==> config.mk <==
export PLATFORM = sky130hd
export DESIGN_NAME = pfpg_guard
export DESIGN_NICKNAME = d
export VERILOG_FILES = /design/src/core/pfpg_pkg.sv /design/src/core/pfpg_decode.sv /design/src/core/pfpg_guard.sv
export SDC_FILE = /design/constraint.sdc
export NUM_CORES = 1
export LEC_CHECK = 0
export ABC_CLOCK_PERIOD_IN_PS = 3090
export BUFFER_PORTS_ARGS = -buffer_cell sky130_fd_sc_hd__buf_2
export CAP_MARGIN = 10
export CORE_MARGIN = 2
export CORE_UTILIZATION = 30
export DETAILED_ROUTE_END_ITERATION = 12
export MAX_ROUTING_LAYER = met4
export SLEW_MARGIN = 20
export SYNTH_ARGS = -nofsm -noshare
export SYNTH_HDL_FRONTEND = slang
export SYNTH_HIERARCHICAL = 1
export SYNTH_SLANG_ARGS = --single-unit
==> constraint.sdc <==
create_clock -name clock -period 3.09 [get_ports clock]
set_clock_uncertainty 0.15 [all_clocks]
set_input_delay 0.309 -clock clock [delete_from_list [all_inputs] [get_ports clock]]
set_output_delay 0.309 -clock clock [all_outputs]
set_load 0.05 [all_outputs]
==> src/core/pfpg_pkg.sv <==
// Constants and types for the program flash partition guard
package pfpg_pkg;
  // =====================================================
  // Address space
  localparam int PC_W = 21;
  localparam int DATA_W = 16;
  localparam int DADDR_W = 14;
  localparam logic [PC_W-1:0] RESET_VECTOR = 21'h000000;
  localparam logic [PC_W-1:0] STORAGE_WORDS = 21'h000080;
  localparam logic [DATA_W-1:0] ZERO_WORD = 16'h0000;
  // =====================================================
  // Flash size selections in kilobytes
  localparam int FLASH_KB_SMALL = 32;
  localparam int FLASH_KB_MID = 64;
  localparam int FLASH_KB_LARGE = 128;
  // =====================================================
  // Boot size field: size in words is BOOT_BASE_WORDS << field
  localparam int BOOT_SIZE_W = 3;
  localparam logic [PC_W-1:0] BOOT_BASE_WORDS = 21'h000200;
  // =====================================================
  // Bus slave register map (word aligned byte addresses)
  localparam int AV_ADDR_W = 4;
  localparam logic [AV_ADDR_W-1:0] REG_STATUS = 4'h0;
  localparam logic [AV_ADDR_W-1:0] REG_MASK = 4'h4;
  localparam logic [AV_ADDR_W-1:0] REG_PART = 4'h8;
  localparam int ST_NV_WRITE_ERROR_FLAG = 0;
  localparam int ST_FETCH = 1;
  localparam int EV_W = 2;
  localparam logic [EV_W-1:0] MASK_RESET = 2'h0;
  // =====================================================
  // Partition codes
  typedef enum logic [3:0] {
    PFPG_P_NONE = 4'h1,
    PFPG_P_APP = 4'h2,
    PFPG_P_BOOT = 4'h4,
    PFPG_P_STORE = 4'h8
  } pfpg_part_e;
endpackage : pfpg_pkg

==> src/core/pfpg_decode.sv <==
// Program address to partition decoder
`timescale 1ns/1ps
module pfpg_decode #(
  parameter int FLASH_KB = 128
) (
  // Address
  input wire logic [pfpg_pkg::PC_W-1:0] addr,
  // Configuration
  input wire logic boot_part_enable_n,
  input wire logic storage_part_enable_n,
  input wire logic [pfpg_pkg::BOOT_SIZE_W-1:0] boot_part_size,
  // Result
  output pfpg_pkg::pfpg_part_e part
);
  import pfpg_pkg::*;
  localparam logic [PC_W-1:0] FLASH_WORDS = PC_W'(FLASH_KB * 512);
  logic [PC_W-1:0] boot_words;
  logic [PC_W-1:0] store_base;
  assign boot_words = BOOT_BASE_WORDS << boot_part_size;
  assign store_base = FLASH_WORDS - STORAGE_WORDS;
  always_comb
  begin
    if (addr >= FLASH_WORDS)
      part = PFPG_P_NONE;
    else if (!storage_part_enable_n && addr >= store_base)
      part = PFPG_P_STORE;
    else if (!boot_part_enable_n && addr < boot_words)
      part = PFPG_P_BOOT;
    else
      part = PFPG_P_APP;
  end
endmodule : pfpg_decode

==> src/core/pfpg_guard.sv <==
// Program flash partition guard: fetch filter, write protection, status
//
// Notes on behaviour
// - Program addresses are 21 bits wide, spanning 2M 16-bit words (4 Mbyte).
// - Fetches and reads beyond implemented flash return an all-zero word.
// - Implemented flash is 32, 64 or 128 KB, set by a build parameter.
// - After reset the fetch program counter starts at address zero.
// - With both enables at one, all flash is application space.
// - The application write protect blocks writes to application space.
// - The boot block exists only when enabled; its size comes from a field.
// - Boot code may be fetched; boot has protection of its own.
// - The boot write protect blocks writes to the boot block.
// - An enabled storage area occupies the last 128 words of flash.
// - Fetches from an enabled storage area are refused.
// - The storage write protect blocks writes to the storage area.
// - A protected write leaves memory unchanged and sets the write error flag.
// - Fetch and data paths are separate ports that work in the same cycle.
// - Reads of unmapped register addresses return zero.
`timescale 1ns/1ps
module pfpg_guard #(
  parameter int FLASH_KB = 128
) (
  // Clock and reset
  input wire logic clock,
  input wire logic nrst,
  // Configuration
  input wire logic boot_part_enable_n,
  input wire logic storage_part_enable_n,
  input wire logic app_write_protect,
  input wire logic boot_write_protect,
  input wire logic storage_write_protect,
  input wire logic [pfpg_pkg::BOOT_SIZE_W-1:0] boot_part_size,
  // CPU fetch path
  input wire logic fetch_advance,
  input wire logic fetch_jump,
  input wire logic [pfpg_pkg::PC_W-1:0] fetch_target,
  output logic [pfpg_pkg::PC_W-1:0] fetch_pc,
  output logic [pfpg_pkg::DATA_W-1:0] fetch_word,
  output logic fetch_refused,
  // Flash array read port
  output logic [pfpg_pkg::PC_W-1:0] flash_fetch_addr,
  input wire logic [pfpg_pkg::DATA_W-1:0] flash_fetch_data,
  output logic [pfpg_pkg::PC_W-1:0] flash_rd_addr,
  input wire logic [pfpg_pkg::DATA_W-1:0] flash_rd_data,
  // NVM controller requests
  input wire logic nvm_rd_req,
  input wire logic [pfpg_pkg::PC_W-1:0] nvm_rd_addr,
  output logic [pfpg_pkg::DATA_W-1:0] nvm_rd_data,
  input wire logic nvm_wr_req,
  input wire logic [pfpg_pkg::PC_W-1:0] nvm_wr_addr,
  input wire logic [pfpg_pkg::DATA_W-1:0] nvm_wr_data,
  // Flash array write port
  output logic flash_wr_en,
  output logic [pfpg_pkg::PC_W-1:0] flash_wr_addr,
  output logic [pfpg_pkg::DATA_W-1:0] flash_wr_data,
  output logic nv_write_error_flag,
  // Avalon-MM slave
  input wire logic [pfpg_pkg::AV_ADDR_W-1:0] avs_address,
  input wire logic avs_read,
  input wire logic avs_write,
  input wire logic [31:0] avs_writedata,
  output logic [31:0] avs_readdata,
  output logic avs_waitrequest,
  // Interrupt
  output logic irq
);
  import pfpg_pkg::*;

  // =====================================================
  // Partition decode, fetch and data sides in parallel
  pfpg_part_e fetch_part;
  pfpg_part_e rd_part;
  pfpg_part_e wr_part;
  logic [PC_W-1:0] fetch_pc_ff;
  logic [PC_W-1:0] nxt_fetch_pc;

  pfpg_decode #(.FLASH_KB(FLASH_KB)) u_dec_fetch (
    .addr(fetch_pc_ff),
    .boot_part_enable_n(boot_part_enable_n),
    .storage_part_enable_n(storage_part_enable_n),
    .boot_part_size(boot_part_size),
    .part(fetch_part)
  );
  pfpg_decode #(.FLASH_KB(FLASH_KB)) u_dec_rd (
    .addr(nvm_rd_addr),
    .boot_part_enable_n(boot_part_enable_n),
    .storage_part_enable_n(storage_part_enable_n),
    .boot_part_size(boot_part_size),
    .part(rd_part)
  );
  pfpg_decode #(.FLASH_KB(FLASH_KB)) u_dec_wr (
    .addr(nvm_wr_addr),
    .boot_part_enable_n(boot_part_enable_n),
    .storage_part_enable_n(storage_part_enable_n),
    .boot_part_size(boot_part_size),
    .part(wr_part)
  );

  // =====================================================
  // Program counter
  always_comb
  begin
    if (fetch_jump)
      nxt_fetch_pc = fetch_target;
    else if (fetch_advance)
      nxt_fetch_pc = fetch_pc_ff + PC_W'(1);
    else
      nxt_fetch_pc = fetch_pc_ff;
  end

  always_ff @(posedge clock or negedge nrst)
  begin
    if (!nrst)
      fetch_pc_ff <= RESET_VECTOR;
    else
      fetch_pc_ff <= nxt_fetch_pc;
  end

  assign fetch_pc = fetch_pc_ff;
  assign flash_fetch_addr = fetch_pc_ff;
  assign flash_rd_addr = nvm_rd_addr;

  // =====================================================
  // Fetch filter: zero word outside flash or from storage
  logic fetch_blocked;
  logic fetch_void;
  assign fetch_blocked = (fetch_part == PFPG_P_STORE);
  assign fetch_void = (fetch_part == PFPG_P_NONE);
  assign fetch_refused = fetch_blocked;

  always_comb
  begin
    if (fetch_void || fetch_blocked)
      fetch_word = ZERO_WORD;
    else
      fetch_word = flash_fetch_data;
  end

  // =====================================================
  // Data read path, one cycle behind the request
  logic [DATA_W-1:0] rd_data_ff;
  logic [DATA_W-1:0] nxt_rd_data;

  always_comb
  begin
    if (!nvm_rd_req || rd_part == PFPG_P_NONE)
      nxt_rd_data = ZERO_WORD;
    else
      nxt_rd_data = flash_rd_data;
  end

  always_ff @(posedge clock or negedge nrst)
  begin
    if (!nrst)
      rd_data_ff <= ZERO_WORD;
    else
      rd_data_ff <= nxt_rd_data;
  end

  assign nvm_rd_data = rd_data_ff;

  // =====================================================
  // Write protection
  logic wr_protected;
  always_comb
  begin
    unique case (wr_part)
      PFPG_P_APP: wr_protected = app_write_protect;
      PFPG_P_BOOT: wr_protected = boot_write_protect;
      PFPG_P_STORE: wr_protected = storage_write_protect;
      default: wr_protected = 1'b1;
    endcase
  end

  logic wr_err_evt;
  logic wr_allowed;

  assign wr_err_evt = nvm_wr_req && wr_protected;
  assign wr_allowed = nvm_wr_req && !wr_protected;

  // =====================================================
  // Flash write port, one cycle behind an allowed request
  logic flash_wr_en_ff;
  logic [PC_W-1:0] flash_wr_addr_ff;
  logic [DATA_W-1:0] flash_wr_data_ff;

  always_ff @(posedge clock or negedge nrst)
  begin
    if (!nrst)
      flash_wr_en_ff <= 1'b0;
    else
      flash_wr_en_ff <= wr_allowed;
  end

  // Refused data never reaches the array port
  always_ff @(posedge clock or negedge nrst)
  begin
    if (!nrst)
    begin
      flash_wr_addr_ff <= '0;
      flash_wr_data_ff <= '0;
    end
    else if (wr_allowed)
    begin
      flash_wr_addr_ff <= nvm_wr_addr;
      flash_wr_data_ff <= nvm_wr_data;
    end
  end

  assign flash_wr_en = flash_wr_en_ff;
  assign flash_wr_addr = flash_wr_addr_ff;
  assign flash_wr_data = flash_wr_data_ff;

  // =====================================================
  // Status events, one sticky bit each
  logic [EV_W-1:0] events;
  logic [EV_W-1:0] status_ff;
  logic [EV_W-1:0] nxt_status;
  logic [EV_W-1:0] rd_clear;
  logic rd_take;
  logic wr_take;

  assign events[ST_NV_WRITE_ERROR_FLAG] = wr_err_evt;
  assign events[ST_FETCH] = fetch_blocked && fetch_advance;

  for (genvar i = 0; i < EV_W; i++)
  begin : g_status
    // Set wins over a clear in the same cycle
    assign nxt_status[i] = events[i] || (status_ff[i] && !rd_clear[i]);
  end

  always_ff @(posedge clock or negedge nrst)
  begin
    if (!nrst)
      status_ff <= '0;
    else
      status_ff <= nxt_status;
  end

  assign nv_write_error_flag = status_ff[ST_NV_WRITE_ERROR_FLAG];

  // =====================================================
  // Interrupt mask
  logic [EV_W-1:0] mask_ff;
  logic [EV_W-1:0] nxt_mask;

  always_comb
  begin
    if (wr_take && avs_address == REG_MASK)
      nxt_mask = avs_writedata[EV_W-1:0];
    else
      nxt_mask = mask_ff;
  end

  always_ff @(posedge clock or negedge nrst)
  begin
    if (!nrst)
      mask_ff <= MASK_RESET;
    else
      mask_ff <= nxt_mask;
  end

  assign irq = |(status_ff & mask_ff);

  // =====================================================
  // Bus slave: a wait cycle loads the read word, then the answer
  typedef enum logic [1:0] {
    PFPG_BUS_IDLE = 2'b01,
    PFPG_BUS_ANSWER = 2'b10
  } pfpg_bus_e;

  pfpg_bus_e bus_state_ff;
  pfpg_bus_e nxt_bus_state;
  logic bus_req;
  logic [31:0] readdata_ff;
  logic [31:0] nxt_readdata;

  assign bus_req = avs_read || avs_write;

  always_comb
  begin
    nxt_bus_state = PFPG_BUS_IDLE;
    unique case (bus_state_ff)
      PFPG_BUS_IDLE: nxt_bus_state = bus_req ? PFPG_BUS_ANSWER : PFPG_BUS_IDLE;
      PFPG_BUS_ANSWER: nxt_bus_state = PFPG_BUS_IDLE;
    endcase
  end

  always_ff @(posedge clock or negedge nrst)
  begin
    if (!nrst)
      bus_state_ff <= PFPG_BUS_IDLE;
    else
      bus_state_ff <= nxt_bus_state;
  end

  assign avs_waitrequest = bus_req && bus_state_ff == PFPG_BUS_IDLE;
  assign rd_take = avs_read && bus_state_ff == PFPG_BUS_ANSWER;
  assign wr_take = avs_write && bus_state_ff == PFPG_BUS_ANSWER;

  always_comb
  begin
    unique case (avs_address)
      REG_STATUS: nxt_readdata = {30'h0, status_ff};
      REG_MASK: nxt_readdata = {30'h0, mask_ff};
      REG_PART: nxt_readdata = {28'h0, fetch_part};
      default: nxt_readdata = 32'h0;
    endcase
  end

  // Loaded in the wait cycle, held through the answer
  always_ff @(posedge clock or negedge nrst)
  begin
    if (!nrst)
      readdata_ff <= 32'h0;
    else if (avs_read && bus_state_ff == PFPG_BUS_IDLE)
      readdata_ff <= nxt_readdata;
  end

  assign avs_readdata = readdata_ff;

  // A status read clears only the bits it returned
  assign rd_clear = (rd_take && avs_address == REG_STATUS) ? readdata_ff[EV_W-1:0] : '0;

endmodule : pfpg_guard

# Yosys cells after proc, flatten, opt, wreduce, memory -nomap -nowiden
# Index checks and enable logic that the tools add are counted.
[word_totals]
regBits = 113
input_bits = 163
out_inout_bits = 169
wordCells = 80
[classes]
n_addsub = 1
order_cmp = 9
eq_ne = 10
shifts = 1
n_mux = 18
bitwise = 1
reduce_logical = 31
[op_table]
columns = ["operator", "count"]
rows = [
  ["$ge A21 B16 Y1 const B", 3],
  ["$ge A21 B17 Y1 const B", 3],
  ["$lt A21 B21 Y1", 3],
  ["$mux W21", 2],
  ["$mux W16", 2],
  ["$mux W4", 6],
  ["$add A21 B1 Y21 const B", 1],
  ["$shl A10 B3 Y21 const A", 1],
  ["$logic_and A1 B1 Y1", 17],
  ["$eq A4 B4 Y1 const B", 3],
  ["$pmux W4 S3", 1],
  ["$mux W3", 3],
  ["$eq A4 B1 Y1 const B", 2],
  ["$eq A4 B3 Y1 const B", 2],
  ["$logic_not A1 Y1", 6],
  ["$logic_or A1 B1 Y1", 5],
  ["$eq A4 B2 Y1 const B", 1],
  ["$logic_not A4 Y1", 1],
  ["$mux W2", 2],
  ["$pmux W2 S2", 1],
  ["$pmux W1 S3", 1],
  ["$and A2 B2 Y2", 1],
  ["$eq A2 B1 Y1 const B", 1],
  ["$eq A2 B2 Y1 const B", 1],
  ["other kinds (2)", 2],
]

# Depth between registers and ports, before layout
# Gate-level depths: netlist (run 1).
[depth]
word_depth = 10
mapped_depth = 13
depth_no_buf = 11

# Hierarchy
# Netlist (run 1), hierarchy kept.
[by_module_without_submodules]
columns = ["mod", "n_inst", "cells_per_inst", "area_per_inst_um2", "seq_area_each_um2"]
rows = [
  ["pfpg_guard", 1, 389, 4386.7, 2128.3],
  ["pfpg_decode", 3, 35, 289.0, 0.0],
]

# Least setup slack after synthesis (run 1)
# OpenSTA, ideal clock, no wires.
[synth_timing]
path_kind = "register -> register"
from = "register fetch_pc_ff[9] (netlist: fetch_pc[9])"
to = "register status_ff[1]"
setup_ns = 0.071
t_arrival_ns = 3.890
t_required_ns = 2.869
path_slack_ns = -1.021
stages_incl_launch_ff = 8
n_path_buf = 0
synth_period_minus_slack_ns = 4.111
path_cell_list = "dfrtp_1 -> ha_1 -> o21a_1 -> o211ai_1 -> a31oi_1 -> o311a_1 -> nor4b_1 -> a22o_1"
[synth_between]
elab_chain_len = 8
word_cells_on_any_way = 11
cone_classes = "order compare: 3; eq/ne: 1; mux: 3; reduce/logical: 4"
[synth_rtl]
columns = ["item", "line", "rtl"]
rows = [
  ["start: declaration", "pfpg_guard.sv:74", "logic [PC_W-1:0] fetch_pc_ff;"],
  ["start signal: assignment", "pfpg_guard.sv:116", "fetch_pc_ff <= nxt_fetch_pc;"],
  ["$lt A21 B21 Y1", "pfpg_decode.sv:27", "else if (!boot_part_enable_n && addr < boot_words)"],
  ["$logic_and A1 B1 Y1", "pfpg_decode.sv:27", ""],
  ["$mux W3", "pfpg_decode.sv:27", ""],
  ["$mux W4", "pfpg_decode.sv:25", "else if (!storage_part_enable_n && addr >= store_base)"],
  ["$mux W4 (*)", "pfpg_decode.sv:23", "if (addr >= FLASH_WORDS)"],
  ["via fetch_part[1]", "pfpg_guard.sv:71", "pfpg_part_e fetch_part;"],
  ["$eq A4 B4 Y1 (*)", "pfpg_guard.sv:127", "assign fetch_blocked = (fetch_part == PFPG_P_STORE);"],
  ["via fetch_refused", "pfpg_guard.sv:39", "output logic fetch_refused,"],
  ["$logic_and A1 B1 Y1 (*)", "pfpg_guard.sv:224", "assign events[ST_FETCH] = fetch_blocked && fetch_advance;"],
  ["$logic_or A1 B1 Y1 (*)", "pfpg_guard.sv:229", "assign nxt_status[i] = events[i] || (status_ff[i] && !rd_clear[i]);"],
  ["via nxt_status[1]", "pfpg_guard.sv:218", "logic [EV_W-1:0] nxt_status;"],
  ["end signal: assignment", "pfpg_guard.sv:237", "status_ff <= nxt_status;"],
  ["end: declaration", "pfpg_guard.sv:217", "logic [EV_W-1:0] status_ff;"],
]
# Mark *: on every way through the listed nets, which the timed path passes. The rest lies on a longest branch.
# A chain may end at the register's enable or synchronous reset.

# Worst setup path in the final report (run 1)
[layout_timing]
from = "input boot_part_size[2] (netlist bit)"
to = "output fetch_word[10] (netlist bit)"
[layout_between]
elab_chain_len = 9
word_cells_on_any_way = 10
cone_classes = "order compare: 1; eq/ne: 2; shift: 1; mux: 4; reduce/logical: 2"
[layout_rtl]
columns = ["item", "line", "rtl"]
rows = [
  ["start: declaration", "pfpg_guard.sv:32", "input wire logic [pfpg_pkg::BOOT_SIZE_W-1:0] boot_part_size,"],
  ["$shl A10 B3 Y21 (*)", "pfpg_decode.sv:19", "assign boot_words = BOOT_BASE_WORDS << boot_part_size;"],
  ["$lt A21 B21 Y1 (*)", "pfpg_decode.sv:27", ""],
  ["$logic_and A1 B1 Y1 (*)", "pfpg_decode.sv:27", ""],
  ["$mux W3 (*)", "pfpg_decode.sv:27", ""],
  ["$mux W4 (*)", "pfpg_decode.sv:25", ""],
  ["$mux W4 (*)", "pfpg_decode.sv:23", ""],
  ["via fetch_part[1]", "pfpg_guard.sv:71", ""],
  ["$eq A4 B1 Y1 / $eq A4 B4 Y1 (equally long branches)", "pfpg_guard.sv:128, pfpg_guard.sv:127", ""],
  ["$logic_or A1 B1 Y1 (*)", "pfpg_guard.sv:133", "if (fetch_void || fetch_blocked)"],
  ["$mux W16 (*)", "pfpg_guard.sv:133", ""],
  ["end: declaration", "pfpg_guard.sv:38", "output logic [pfpg_pkg::DATA_W-1:0] fetch_word,"],
]
# Marked as above.

==> impl_metrics.env, run 1 <==
export IMPL_status="finished with violations"
export IMPL_violations="negative setup slack"
export IMPL_grt_overflow_total=0
export IMPL_hpwl_mm=10.8
export IMPL_vias=4451
export IMPL_die_h_um=136
export IMPL_syn_cell_area_um2=5250
export IMPL_first_iter_violations=160
export IMPL_finalHoldViolCount=0
export IMPL_crit_arrival_ns=2.68
export IMPL_grt_antenna_before_repair=0
export IMPL_wl_per_cell_um=14.7
export IMPL_fin_nets=936
export IMPL_ir_worst_vdd_v=0.000249
export IMPL_clk_pin_slew_worst_paths_ns=0.06
export IMPL_stdcell_area_um2=7340
export IMPL_slew_headroom=0.430
export IMPL_synth_top_flop_cell="dfrtp_1"
export IMPL_p_comb_frac=0.284
export IMPL_placed_cell_area_um2=6650
export IMPL_port_buffers=259
export IMPL_synth_edf_count=0
export IMPL_mostFrequentLayoutCells="buf_2 (238), dfrtp_1 (79), nand2_1 (37), buf_4 (33), conb_1 (28)"
export IMPL_layout_drive_gt1_share=0.545
export IMPL_whs_path_depth=3
export IMPL_ys_ff_latch=85
export IMPL_initial_core_util=0.305
export IMPL_finalCritPeriodShare=1.02
export IMPL_cts_buffers_inserted=9
export IMPL_power_density_nw_per_um2=428
export IMPL_reg2reg_depth=9
export IMPL_track_usage=0.151
export IMPL_r2r_slack_ns=0.61
export IMPL_crit_type="input port to output pin"
export IMPL_grt_max_degree=68
export IMPL_total_leakage_power_nw=3.80
export IMPL_endpoint_kind="output pin"
export IMPL_p_seq_frac=0.386
export IMPL_clkPwrFrac=0.330
export IMPL_insertion_delay_ns=0.34
export IMPL_syn_to_final_growth_pct=39.7
export IMPL_required_ns=2.63
export IMPL_rsz0062_at_grt="true"
export IMPL_yosysWarnings=6
export IMPL_drc=0
export IMPL_core_um2=17200
export IMPL_wl_met3_um=748
export IMPL_ys_seq_area_frac=0.405
export IMPL_crit_fanout=8
export IMPL_final_common_cell="buf_2"
export IMPL_gp_congestion=0.765
export IMPL_drv_cap=0
export IMPL_cts_buffer_depth=2
export IMPL_setup_viol=9
export IMPL_ant_nets=0
export IMPL_worst_setup_path_start_kind="input port"
export IMPL_grt_pass1_vias=4064
export IMPL_fmax_mhz=319
export IMPL_syn_inst=494
export IMPL_highest_layer="met4"
export IMPL_swShare=0.345
export IMPL_cts_tree="done"
export IMPL_setup_slack_ns=-0.0496
export IMPL_cts_root_buf="clkbuf_16"
export IMPL_htreeDepth=3
export IMPL_die_x_um=136
export IMPL_p_sw_mw=1.08
export IMPL_intPower_mw=2.06
export IMPL_die_area_um2=18600
export IMPL_io_pins=332
export IMPL_via_per_inst=4.56
export IMPL_hold_path_class="input port to flip-flop"
export IMPL_period_minus_slack_ns=3.14
export IMPL_met2_length_mm=7.24
export IMPL_wl_mm=14.3
export IMPL_met1_length_mm=6.21
export IMPL_cts_sinks=85
export IMPL_syn_area_per_cell_um2=10.6
export IMPL_num_rows=48
export IMPL_yosys_cell_types_count=55
export IMPL_grt_pass1_wl_mm=21.1
export IMPL_p_total_mw=3.14
export IMPL_drt_first_pass_iters=4
export IMPL_synthArstFlopShare=1.00
export IMPL_worstMarginPinSlew_ns=0.855
export IMPL_antenna_diode_count=0
export IMPL_slew_viol_final=0
critical path: stages:
cell and delay [ns]:
buf_8 0.11, or3_1 0.41, ha_4 0.23, o21a_1 0.16
o211ai_1 0.16, a31oi_1 0.13, o311a_1 0.40, or3_4 0.46
and2_4 0.17, buf_8 0.14
routing by layer:
| layer | up-vias | track usage |
|---|---|---|
| li1 | 2177 | - |
| met1 | 2127 | 0.185 |
| met2 | 139 | 0.251 |
| met3 | 8 | 0.0358 |
| met4 | 0 | 0.0353 |
| met5 | - | - |
through the flow:
step	setup WS, ns	hold slack [ns]	std cells	util	TNS (ns)
global route	-0.159	0.0107	976	0.426	-4.46
floorplan	-0.0141	-0.137	521	-	-0.127
global placement	-0.283	0.332	954	0.386	-12.64
detailed placement	-0.325	0.337	954	0.386	-15.27
CTS	-0.0212	0.00367	971	0.413	-0.149
finish	-0.0496	0.0222	976	0.426	-0.370
flip-flops by register name, summed over array words and instances, names as in the netlist:
name           flops
avs_readdata       4
bus_state_ff       2
fetch_pc          21
flash_wr_addr     21
flash_wr_data     16
flash_wr_en        1
mask_ff            2
nvm_rd_data       16
status_ff          2
Yosys cell counts, types with 3 or more instances:
cell type / count / share of area
dfrtp_1: 84 / 0.40
buf_4: 70 / 0.10
nand2_1: 37 / 0.026
and2_1: 32 / 0.038
ha_1: 25 / 0.060
mux2_2: 20 / 0.043
mux2_4: 19 / 0.054
o21ai_0: 17 / 0.016
nand4_1: 14 / 0.017
nor2_1: 12 / 0.0086
nand3b_1: 10 / 0.014
xnor2_1: 10 / 0.017
inv_1: 9 / 0.0064
a22o_1: 7 / 0.012
clkbuf_1: 7 / 0.0050
nand3_1: 6 / 0.0057
nor3_1: 6 / 0.0057
nor4_1: 6 / 0.0071
o211ai_1: 6 / 0.0086
o21a_1: 6 / 0.0086
or3b_2: 6 / 0.010
mux2i_1: 5 / 0.0095
nor2b_1: 5 / 0.0060
or3_1: 5 / 0.0060
xor2_1: 5 / 0.0083
nor4b_1: 4 / 0.0067
a211o_1: 3 / 0.0050
a211oi_1: 3 / 0.0043
a31oi_1: 3 / 0.0036
and3_1: 3 / 0.0036
buf_2: 3 / 0.0029
buf_6: 3 / 0.0064
nand2b_1: 3 / 0.0036
nor2_2: 3 / 0.0036
nor3b_1: 3 / 0.0043
nor4_2: 3 / 0.0071
o311a_1: 3 / 0.0057
o31a_1: 3 / 0.0050
or4_4: 3 / 0.0064
or4b_2: 3 / 0.0057
power by group through the flow:
stage / logic (mW) / registers (mW) / clock network (mW)
after floorplan: 0.526 / 1.37 / 0
after global placement: 0.852 / 1.23 / 0
after detailed placement: 0.858 / 1.23 / 0
after CTS: 0.877 / 1.21 / 1.08
after global routing: 0.961 / 1.22 / 1.12
final: 0.893 / 1.21 / 1.04
final cells by class:
type / count / area (µm²)
inverters: 9 / 33.8
clock inverters: 4 / 51.3
clock buffers: 10 / 229
fillers: 1703 / 9900
multi-input cells: 344 / 2790
well taps: 225 / 282
flip-flops and latches: 85 / 2130
repair buffers: 299 / 1820
cell families (layout without fill, tap and decap cells):
family / count (synthesis) / after routing / synth area share
compound gates: 60 / 60 / 0.0826
fa+ha+maj: 25 / 25 / 0.0595
flops: 85 / 85 / 0.405
xor+xnor: 15 / 15 / 0.0250
mux: 44 / 44 / 0.107
other cells: 1 / 28 / 0.000714
buf+inv: 93 / 322 / 0.121
simple gates: 171 / 172 / 0.199
what timing repair did:
| action | in CTS | in global routing |
|---|---|---|
| buffers inserted | 1 | 2 |
| resized for setup | 52 | 32 |
| endpoints found under the hold margin | 64 | 0 |
| hold buffers | 1 | 0 |
| endpoints found under the setup margin | 17 | 53 |
| cloned | 1 | 3 |
| pin swaps | 4 | 32 |
path summary, 6_finish.rpt:
kind,end,start
max,fetch_word[10],boot_part_size[2]
min,fetch_pc[6],fetch_target[6]
max reg2reg,status_ff[1],fetch_pc[9]
min reg2reg,avs_readdata[2],avs_readdata[2]
max in group asynchronous,flash_wr_data[13],nrst
min in group asynchronous,nvm_rd_data[10],nrst
No activity file was read; power rests on OpenSTA's default activity.
==> run 2: changes to the inputs <==
--- a/config.mk
+++ b/config.mk
@@ -8,9 +8,9 @@
 export ABC_CLOCK_PERIOD_IN_PS = 3090
 export BUFFER_PORTS_ARGS = -buffer_cell sky130_fd_sc_hd__buf_2
 export CAP_MARGIN = 10
-export CORE_MARGIN = 2
-export CORE_UTILIZATION = 30
+export CORE_AREA = 2 2 130 132
 export DETAILED_ROUTE_END_ITERATION = 12
+export DIE_AREA = 0 0 132 134
 export MAX_ROUTING_LAYER = met4
 export SLEW_MARGIN = 20
 export SYNTH_ARGS = -nofsm -noshare
==> impl_metrics.env, run 2 (synthesized netlist as in run 1, its figures left out) <==
export IMPL_period_minus_slack_ns=3.16
export IMPL_intPower_mw=2.02
export IMPL_grt_antenna_before_repair=0
export IMPL_reg2reg_depth=11
export IMPL_post_place_ws_ns=-0.430
export IMPL_drv_cap=0
export IMPL_first_iter_violations=141
export IMPL_fin_nets=943
export IMPL_grt_overflow_total=0
export IMPL_layout_drive_gt1_share=0.543
export IMPL_endpoint_kind="output pin"
export IMPL_num_rows=47
export IMPL_gp_congestion=0.813
export IMPL_grt_pass1_wl_mm=22.6
export IMPL_drc=0
export IMPL_whs_path_depth=2
export IMPL_wl_mm=14.6
export IMPL_p_seq_frac=0.379
export IMPL_r2r_slack_ns=0.50
export IMPL_die_area_um2=17700
export IMPL_r2r_end="status_ff[1]"
export IMPL_fmax_mhz=317
export IMPL_holdPathEnd="nvm_rd_data[7]"
export IMPL_ir_worst_vdd_v=0.000235
export IMPL_met2_length_mm=7.08
export IMPL_min_from="flash_rd_data[7]"
export IMPL_crit_fanout=8
export IMPL_rsz0062_at_grt="true"
export IMPL_reg2reg_from="fetch_pc[9]"
export IMPL_placed_cell_area_um2=6660
export IMPL_crit_start="boot_part_size[0]"
export IMPL_ant_nets=0
export IMPL_die_h_um=134
export IMPL_grt_pass1_vias=4305
export IMPL_setup_viol=34
export IMPL_via_per_inst=4.57
export IMPL_power_density_nw_per_um2=432
export IMPL_vias=4475
export IMPL_worst_setup_path_start_kind="input port"
export IMPL_violations="negative setup slack"
export IMPL_hpwl_mm=11.1
export IMPL_clkPwrFrac=0.343
export IMPL_mostFrequentLayoutCells="buf_2 (238), dfrtp_1 (79), nand2_1 (37), buf_4 (36), conb_1 (28)"
export IMPL_clk_pin_slew_worst_paths_ns=0.08
export IMPL_slew_headroom=0.534
export IMPL_cts_sinks=85
export IMPL_crit_type="input port to output pin"
export IMPL_highest_layer="met4"
export IMPL_insertion_delay_ns=0.35
export IMPL_worstMarginPinSlew_ns=0.698
export IMPL_finalCritPeriodShare=1.02
export IMPL_grt_max_degree=55
export IMPL_required_ns=2.63
export IMPL_core_um2=16300
export IMPL_cts_buffer_depth=2
export IMPL_wl_per_cell_um=14.9
export IMPL_cts_root_buf="clkbuf_16"
export IMPL_antenna_diode_count=0
export IMPL_syn_to_final_growth_pct=41.2
export IMPL_status="finished with violations"
export IMPL_die_x_um=132
export IMPL_utilization=0.455
export IMPL_track_usage=0.166
export IMPL_stdcell_area_um2=7420
export IMPL_hold_path_class="input port to flip-flop"
export IMPL_cts_buffers_inserted=9
export IMPL_drt_first_pass_iters=5
export IMPL_port_buffers=259
export IMPL_cts_tree="done"
export IMPL_io_pins=332
export IMPL_tns_ns=-0.960
export IMPL_p_sw_mw=1.19
export IMPL_p_total_mw=3.20
export IMPL_final_common_cell="buf_2"
export IMPL_initial_core_util=0.323
export IMPL_finalHoldViolCount=0
export IMPL_crit_arrival_ns=2.70
export IMPL_wl_met3_mm=1.00
export IMPL_swShare=0.370
export IMPL_met1_length_mm=6.35
export IMPL_setup_slack_ns=-0.0670
export IMPL_p_comb_frac=0.278
export IMPL_htreeDepth=3
export IMPL_total_leakage_power_nw=3.85
export IMPL_slew_viol_final=0
[run 2: worst max-delay path: stages]
cell and delay (ns):
buf_12 0.10, or3_1 0.41, ha_4 0.22, o21a_1 0.16
o211ai_1 0.17, a31oi_1 0.13, o311a_1 0.38, or3_4 0.48
and2_4 0.19, buf_8 0.14
[run 2: layout make-up]
class / count / area (µm²)
Inverter: 9 / 33.8
Fill cell: 1565 / 8870
Tap cell: 220 / 275
Clock buffer: 9 / 225
Timing Repair Buffer: 306 / 1910
Clock inverter: 7 / 76.3
Multi-Input combinational cell: 344 / 2760
Sequential cell: 85 / 2130
[run 2: what timing repair did]
item,4_1_cts,5_1_grt
buffers inserted,5,5
endpoints found under the setup margin,17,54
cloned,1,2
resized for setup,73,14
pin swaps,27,6
hold buffers,4,0
endpoints found under the hold margin,56,0
[run 2: worst max-delay path by stage]
stage	endpoint	slack, ns	cells after the start
after floorplan	fetch_word[10]	-0.01	9
after global routing	fetch_word[11]	-0.14	8
after detailed placement	fetch_word[13]	-0.43	10
after global placement	fetch_word[12]	-0.43	10
after CTS	fetch_word[9]	-0.11	10
final	fetch_word[11]	-0.07	10
[run 2: power by group through the flow]
stage	clock (mW)	sequential, mW	combinational (mW)
finish	1.10	1.21	0.890
detailed placement	0	1.23	0.853
CTS	1.14	1.21	0.884
global route	1.19	1.22	0.952
global placement	0	1.23	0.848
floorplan	0	1.37	0.526
[run 2: routing by layer]
metal | global-route usage | up-vias
met4 | 0.0447 | 0
li1 | - | 2202
met3 | 0.0363 | 14
met5 | - | -
met1 | 0.205 | 2073
met2 | 0.276 | 186
[run 2: metrics by stage]
| step | hold WS (ns) | instances |
|---|---|---|
| global route | 0.000577 | 980 |
| detailed placement | 0.246 | 948 |
| CTS | 0.000416 | 973 |
| finish | 0.0121 | 980 |
| floorplan | -0.137 | 521 |
| global placement | 0.248 | 948 |
==> run 3: changes to the inputs <==
--- a/config.mk
+++ b/config.mk
@@ -5,7 +5,7 @@
 export SDC_FILE = /design/constraint.sdc
 export NUM_CORES = 1
 export LEC_CHECK = 0
-export ABC_CLOCK_PERIOD_IN_PS = 3090
+export ABC_CLOCK_PERIOD_IN_PS = 3400
 export BUFFER_PORTS_ARGS = -buffer_cell sky130_fd_sc_hd__buf_2
 export CAP_MARGIN = 10
 export CORE_AREA = 2 2 130 132
==> constraint.sdc (replaced) <==
create_clock -name clock -period 3.4 [get_ports clock]
set_clock_uncertainty 0.15 [all_clocks]
set_input_delay 0.68 -clock clock [delete_from_list [all_inputs] [get_ports clock]]
set_output_delay 0.68 -clock clock [all_outputs]
set_load 0.05 [all_outputs]
==> impl_metrics.env, run 3 (synthesized netlist as in run 1, its figures left out) <==
export IMPL_required_ns=2.57
export IMPL_grtUsageMet1=0.197
export IMPL_worst_setup_path_start_kind="input port"
export IMPL_cts_tree="done"
export IMPL_vias=4475
export IMPL_r2r_slack_ns=0.71
export IMPL_setup_slack_ns=-0.530
export IMPL_status="finished with violations"
export IMPL_use_met3=0.0370
export IMPL_ant_nets=0
export IMPL_drc=0
export IMPL_hpwl_mm=10.8
export IMPL_clk_pin_slew_worst_paths_ns=0.06
export IMPL_io_pins=332
export IMPL_fmax_mhz=254
export IMPL_core_um2=16300
export IMPL_p_sw_mw=1.01
export IMPL_rsz0062_at_grt="true"
export IMPL_mostFrequentLayoutCells="buf_2 (239), dfrtp_1 (84), nand2_1 (37), buf_4 (35), conb_1 (28)"
export IMPL_hold_path_class="input port to asynchronous set/reset pin"
export IMPL_gp_congestion=0.821
export IMPL_p_seq_frac=0.378
export IMPL_gr_usage_met2=0.267
export IMPL_grt_pass1_vias=4233
export IMPL_slew_viol_final=0
export IMPL_worstMarginPinSlew_ns=0.906
export IMPL_die_h_um=134
export IMPL_slew_headroom=0.396
export IMPL_violations="negative setup slack"
export IMPL_postCtsSetupRepairBufs=0
export IMPL_grt_antenna_before_repair=0
export IMPL_finalHoldViolCount=0
export IMPL_die_x_um=132
export IMPL_insertion_delay_ns=0.34
export IMPL_power_density_nw_per_um2=405
export IMPL_clkPwrFrac=0.352
export IMPL_fin_nets=932
export IMPL_final_common_cell="buf_2"
export IMPL_endpoint_kind="output pin"
export IMPL_cts_buffer_depth=2
export IMPL_crit_type="input port to output pin"
export IMPL_grt_max_degree=74
export IMPL_p_comb_frac=0.270
export IMPL_crit_arrival_ns=3.10
export IMPL_first_iter_violations=128
export IMPL_busiest_layer="met2"
export IMPL_layout_drive_gt1_share=0.531
export IMPL_cts_buffers_inserted=9
export IMPL_drt_first_pass_iters=4
export IMPL_via_per_inst=4.62
export IMPL_die_area_um2=17700
export IMPL_wl_per_cell_um=14.4
export IMPL_finalCritPeriodShare=1.16
export IMPL_num_rows=47
export IMPL_htreeDepth=3
export IMPL_total_leakage_power_nw=3.78
export IMPL_ir_worst_vdd_v=0.000218
export IMPL_antenna_diode_count=0
export IMPL_syn_to_final_growth_pct=37.0
export IMPL_drv_cap=0
export IMPL_p_total_mw=2.92
export IMPL_period_minus_slack_ns=3.93
export IMPL_crit_fanout=8
export IMPL_instances_no_fill=969
export IMPL_track_usage=0.160
export IMPL_swShare=0.345
export IMPL_grt_overflow_total=0
export IMPL_initial_core_util=0.323
export IMPL_intPower_mw=1.91
export IMPL_cts_root_buf="clkbuf_16"
export IMPL_dpl_cell_count=952
export IMPL_ctsHoldBuffers=0
export IMPL_grt_pass1_wl_mm=22.0
export IMPL_setup_viol=47
export IMPL_wl_mm=14.0
export IMPL_cts_sinks=85
export IMPL_port_buffers=259
run 3: cell count changes in the layout (fill, tap and decap cells not counted), moves of 3 or more:
cell	change
dlygate4sd3_1	-4
buf_8	-7
inv_8	-3
ha_4	-3
buf_6	+4
buf_12	-3
dfrtp_1	+5
dfrtp_2	-5
ha_1	+4
run 3: layer usage:
layer | vias to the layer above | wire [µm]
met5 | - | 0
met2 | 201 | 6880
met4 | 0 | 107
met3 | 9 | 917
met1 | 2088 | 6090
li1 | 2177 | -
run 3: power groups by stage:
stage | logic [mW] | clock network [mW] | registers (mW)
global placement | 0.775 | 0 | 1.12
CTS | 0.790 | 1.07 | 1.10
finish | 0.789 | 1.03 | 1.10
floorplan | 0.482 | 0 | 1.24
global route | 0.842 | 1.11 | 1.11
detailed placement | 0.777 | 0 | 1.12
run 3: cell type report:
class | count | area (µm²)
well taps | 220 | 275
repair buffers | 295 | 1720
multi-input cells | 344 | 2720
clock buffers | 11 | 253
flip-flops and latches | 85 | 2130
fillers | 1567 | 9090
clock inverters | 5 | 65.1
inverters | 9 | 33.8
run 3: path summary, 6_finish.rpt:
kind	cells after the start	to	from
max	10	fetch_word[8]	boot_part_size[1]
min	1	flash_wr_addr[7]	nrst
max reg2reg	10	status_ff[1]	fetch_pc[9]
min reg2reg	1	flash_wr_addr[8]	flash_wr_addr[8]
max in group asynchronous	2	fetch_pc[0]	nrst
min in group clock	1	flash_wr_addr[8]	flash_wr_addr[8]
run 3: per-stage QoR:
stage          setup WS (ns)  area (µm²)  hold slack [ns]  utilization  TNS, ns
6_report              -0.530        7200            0.322        0.442    -9.51
5_1_grt               -0.599        7200            0.370        0.442   -16.17
4_1_cts               -0.512        7160            0.350        0.440    -8.47
3_5_place_dp          -0.568        6690            0.336        0.410   -29.20
3_3_place_gp          -0.555        6690            0.333        0.410   -27.34
2_1_floorplan         -0.288        5430            0.234            -    -4.58
run 3: repair_timing:
| item | 4_1_cts | 5_1_grt |
|---|---|---|
| endpoints found under the setup margin | 54 | 55 |
| resized for setup | 47 | 7 |
| pin swaps | 11 | 4 |
| cloned | 1 | 0 |
run 3: worst max-delay path: stages:
cell and delay, ns:
buf_6 0.10, or3_1 0.36, ha_1 0.28, o21a_1 0.18, o211ai_1 0.19, a31oi_2 0.14
o311a_4 0.41, or3_4 0.44, and2_4 0.16, buf_6 0.14
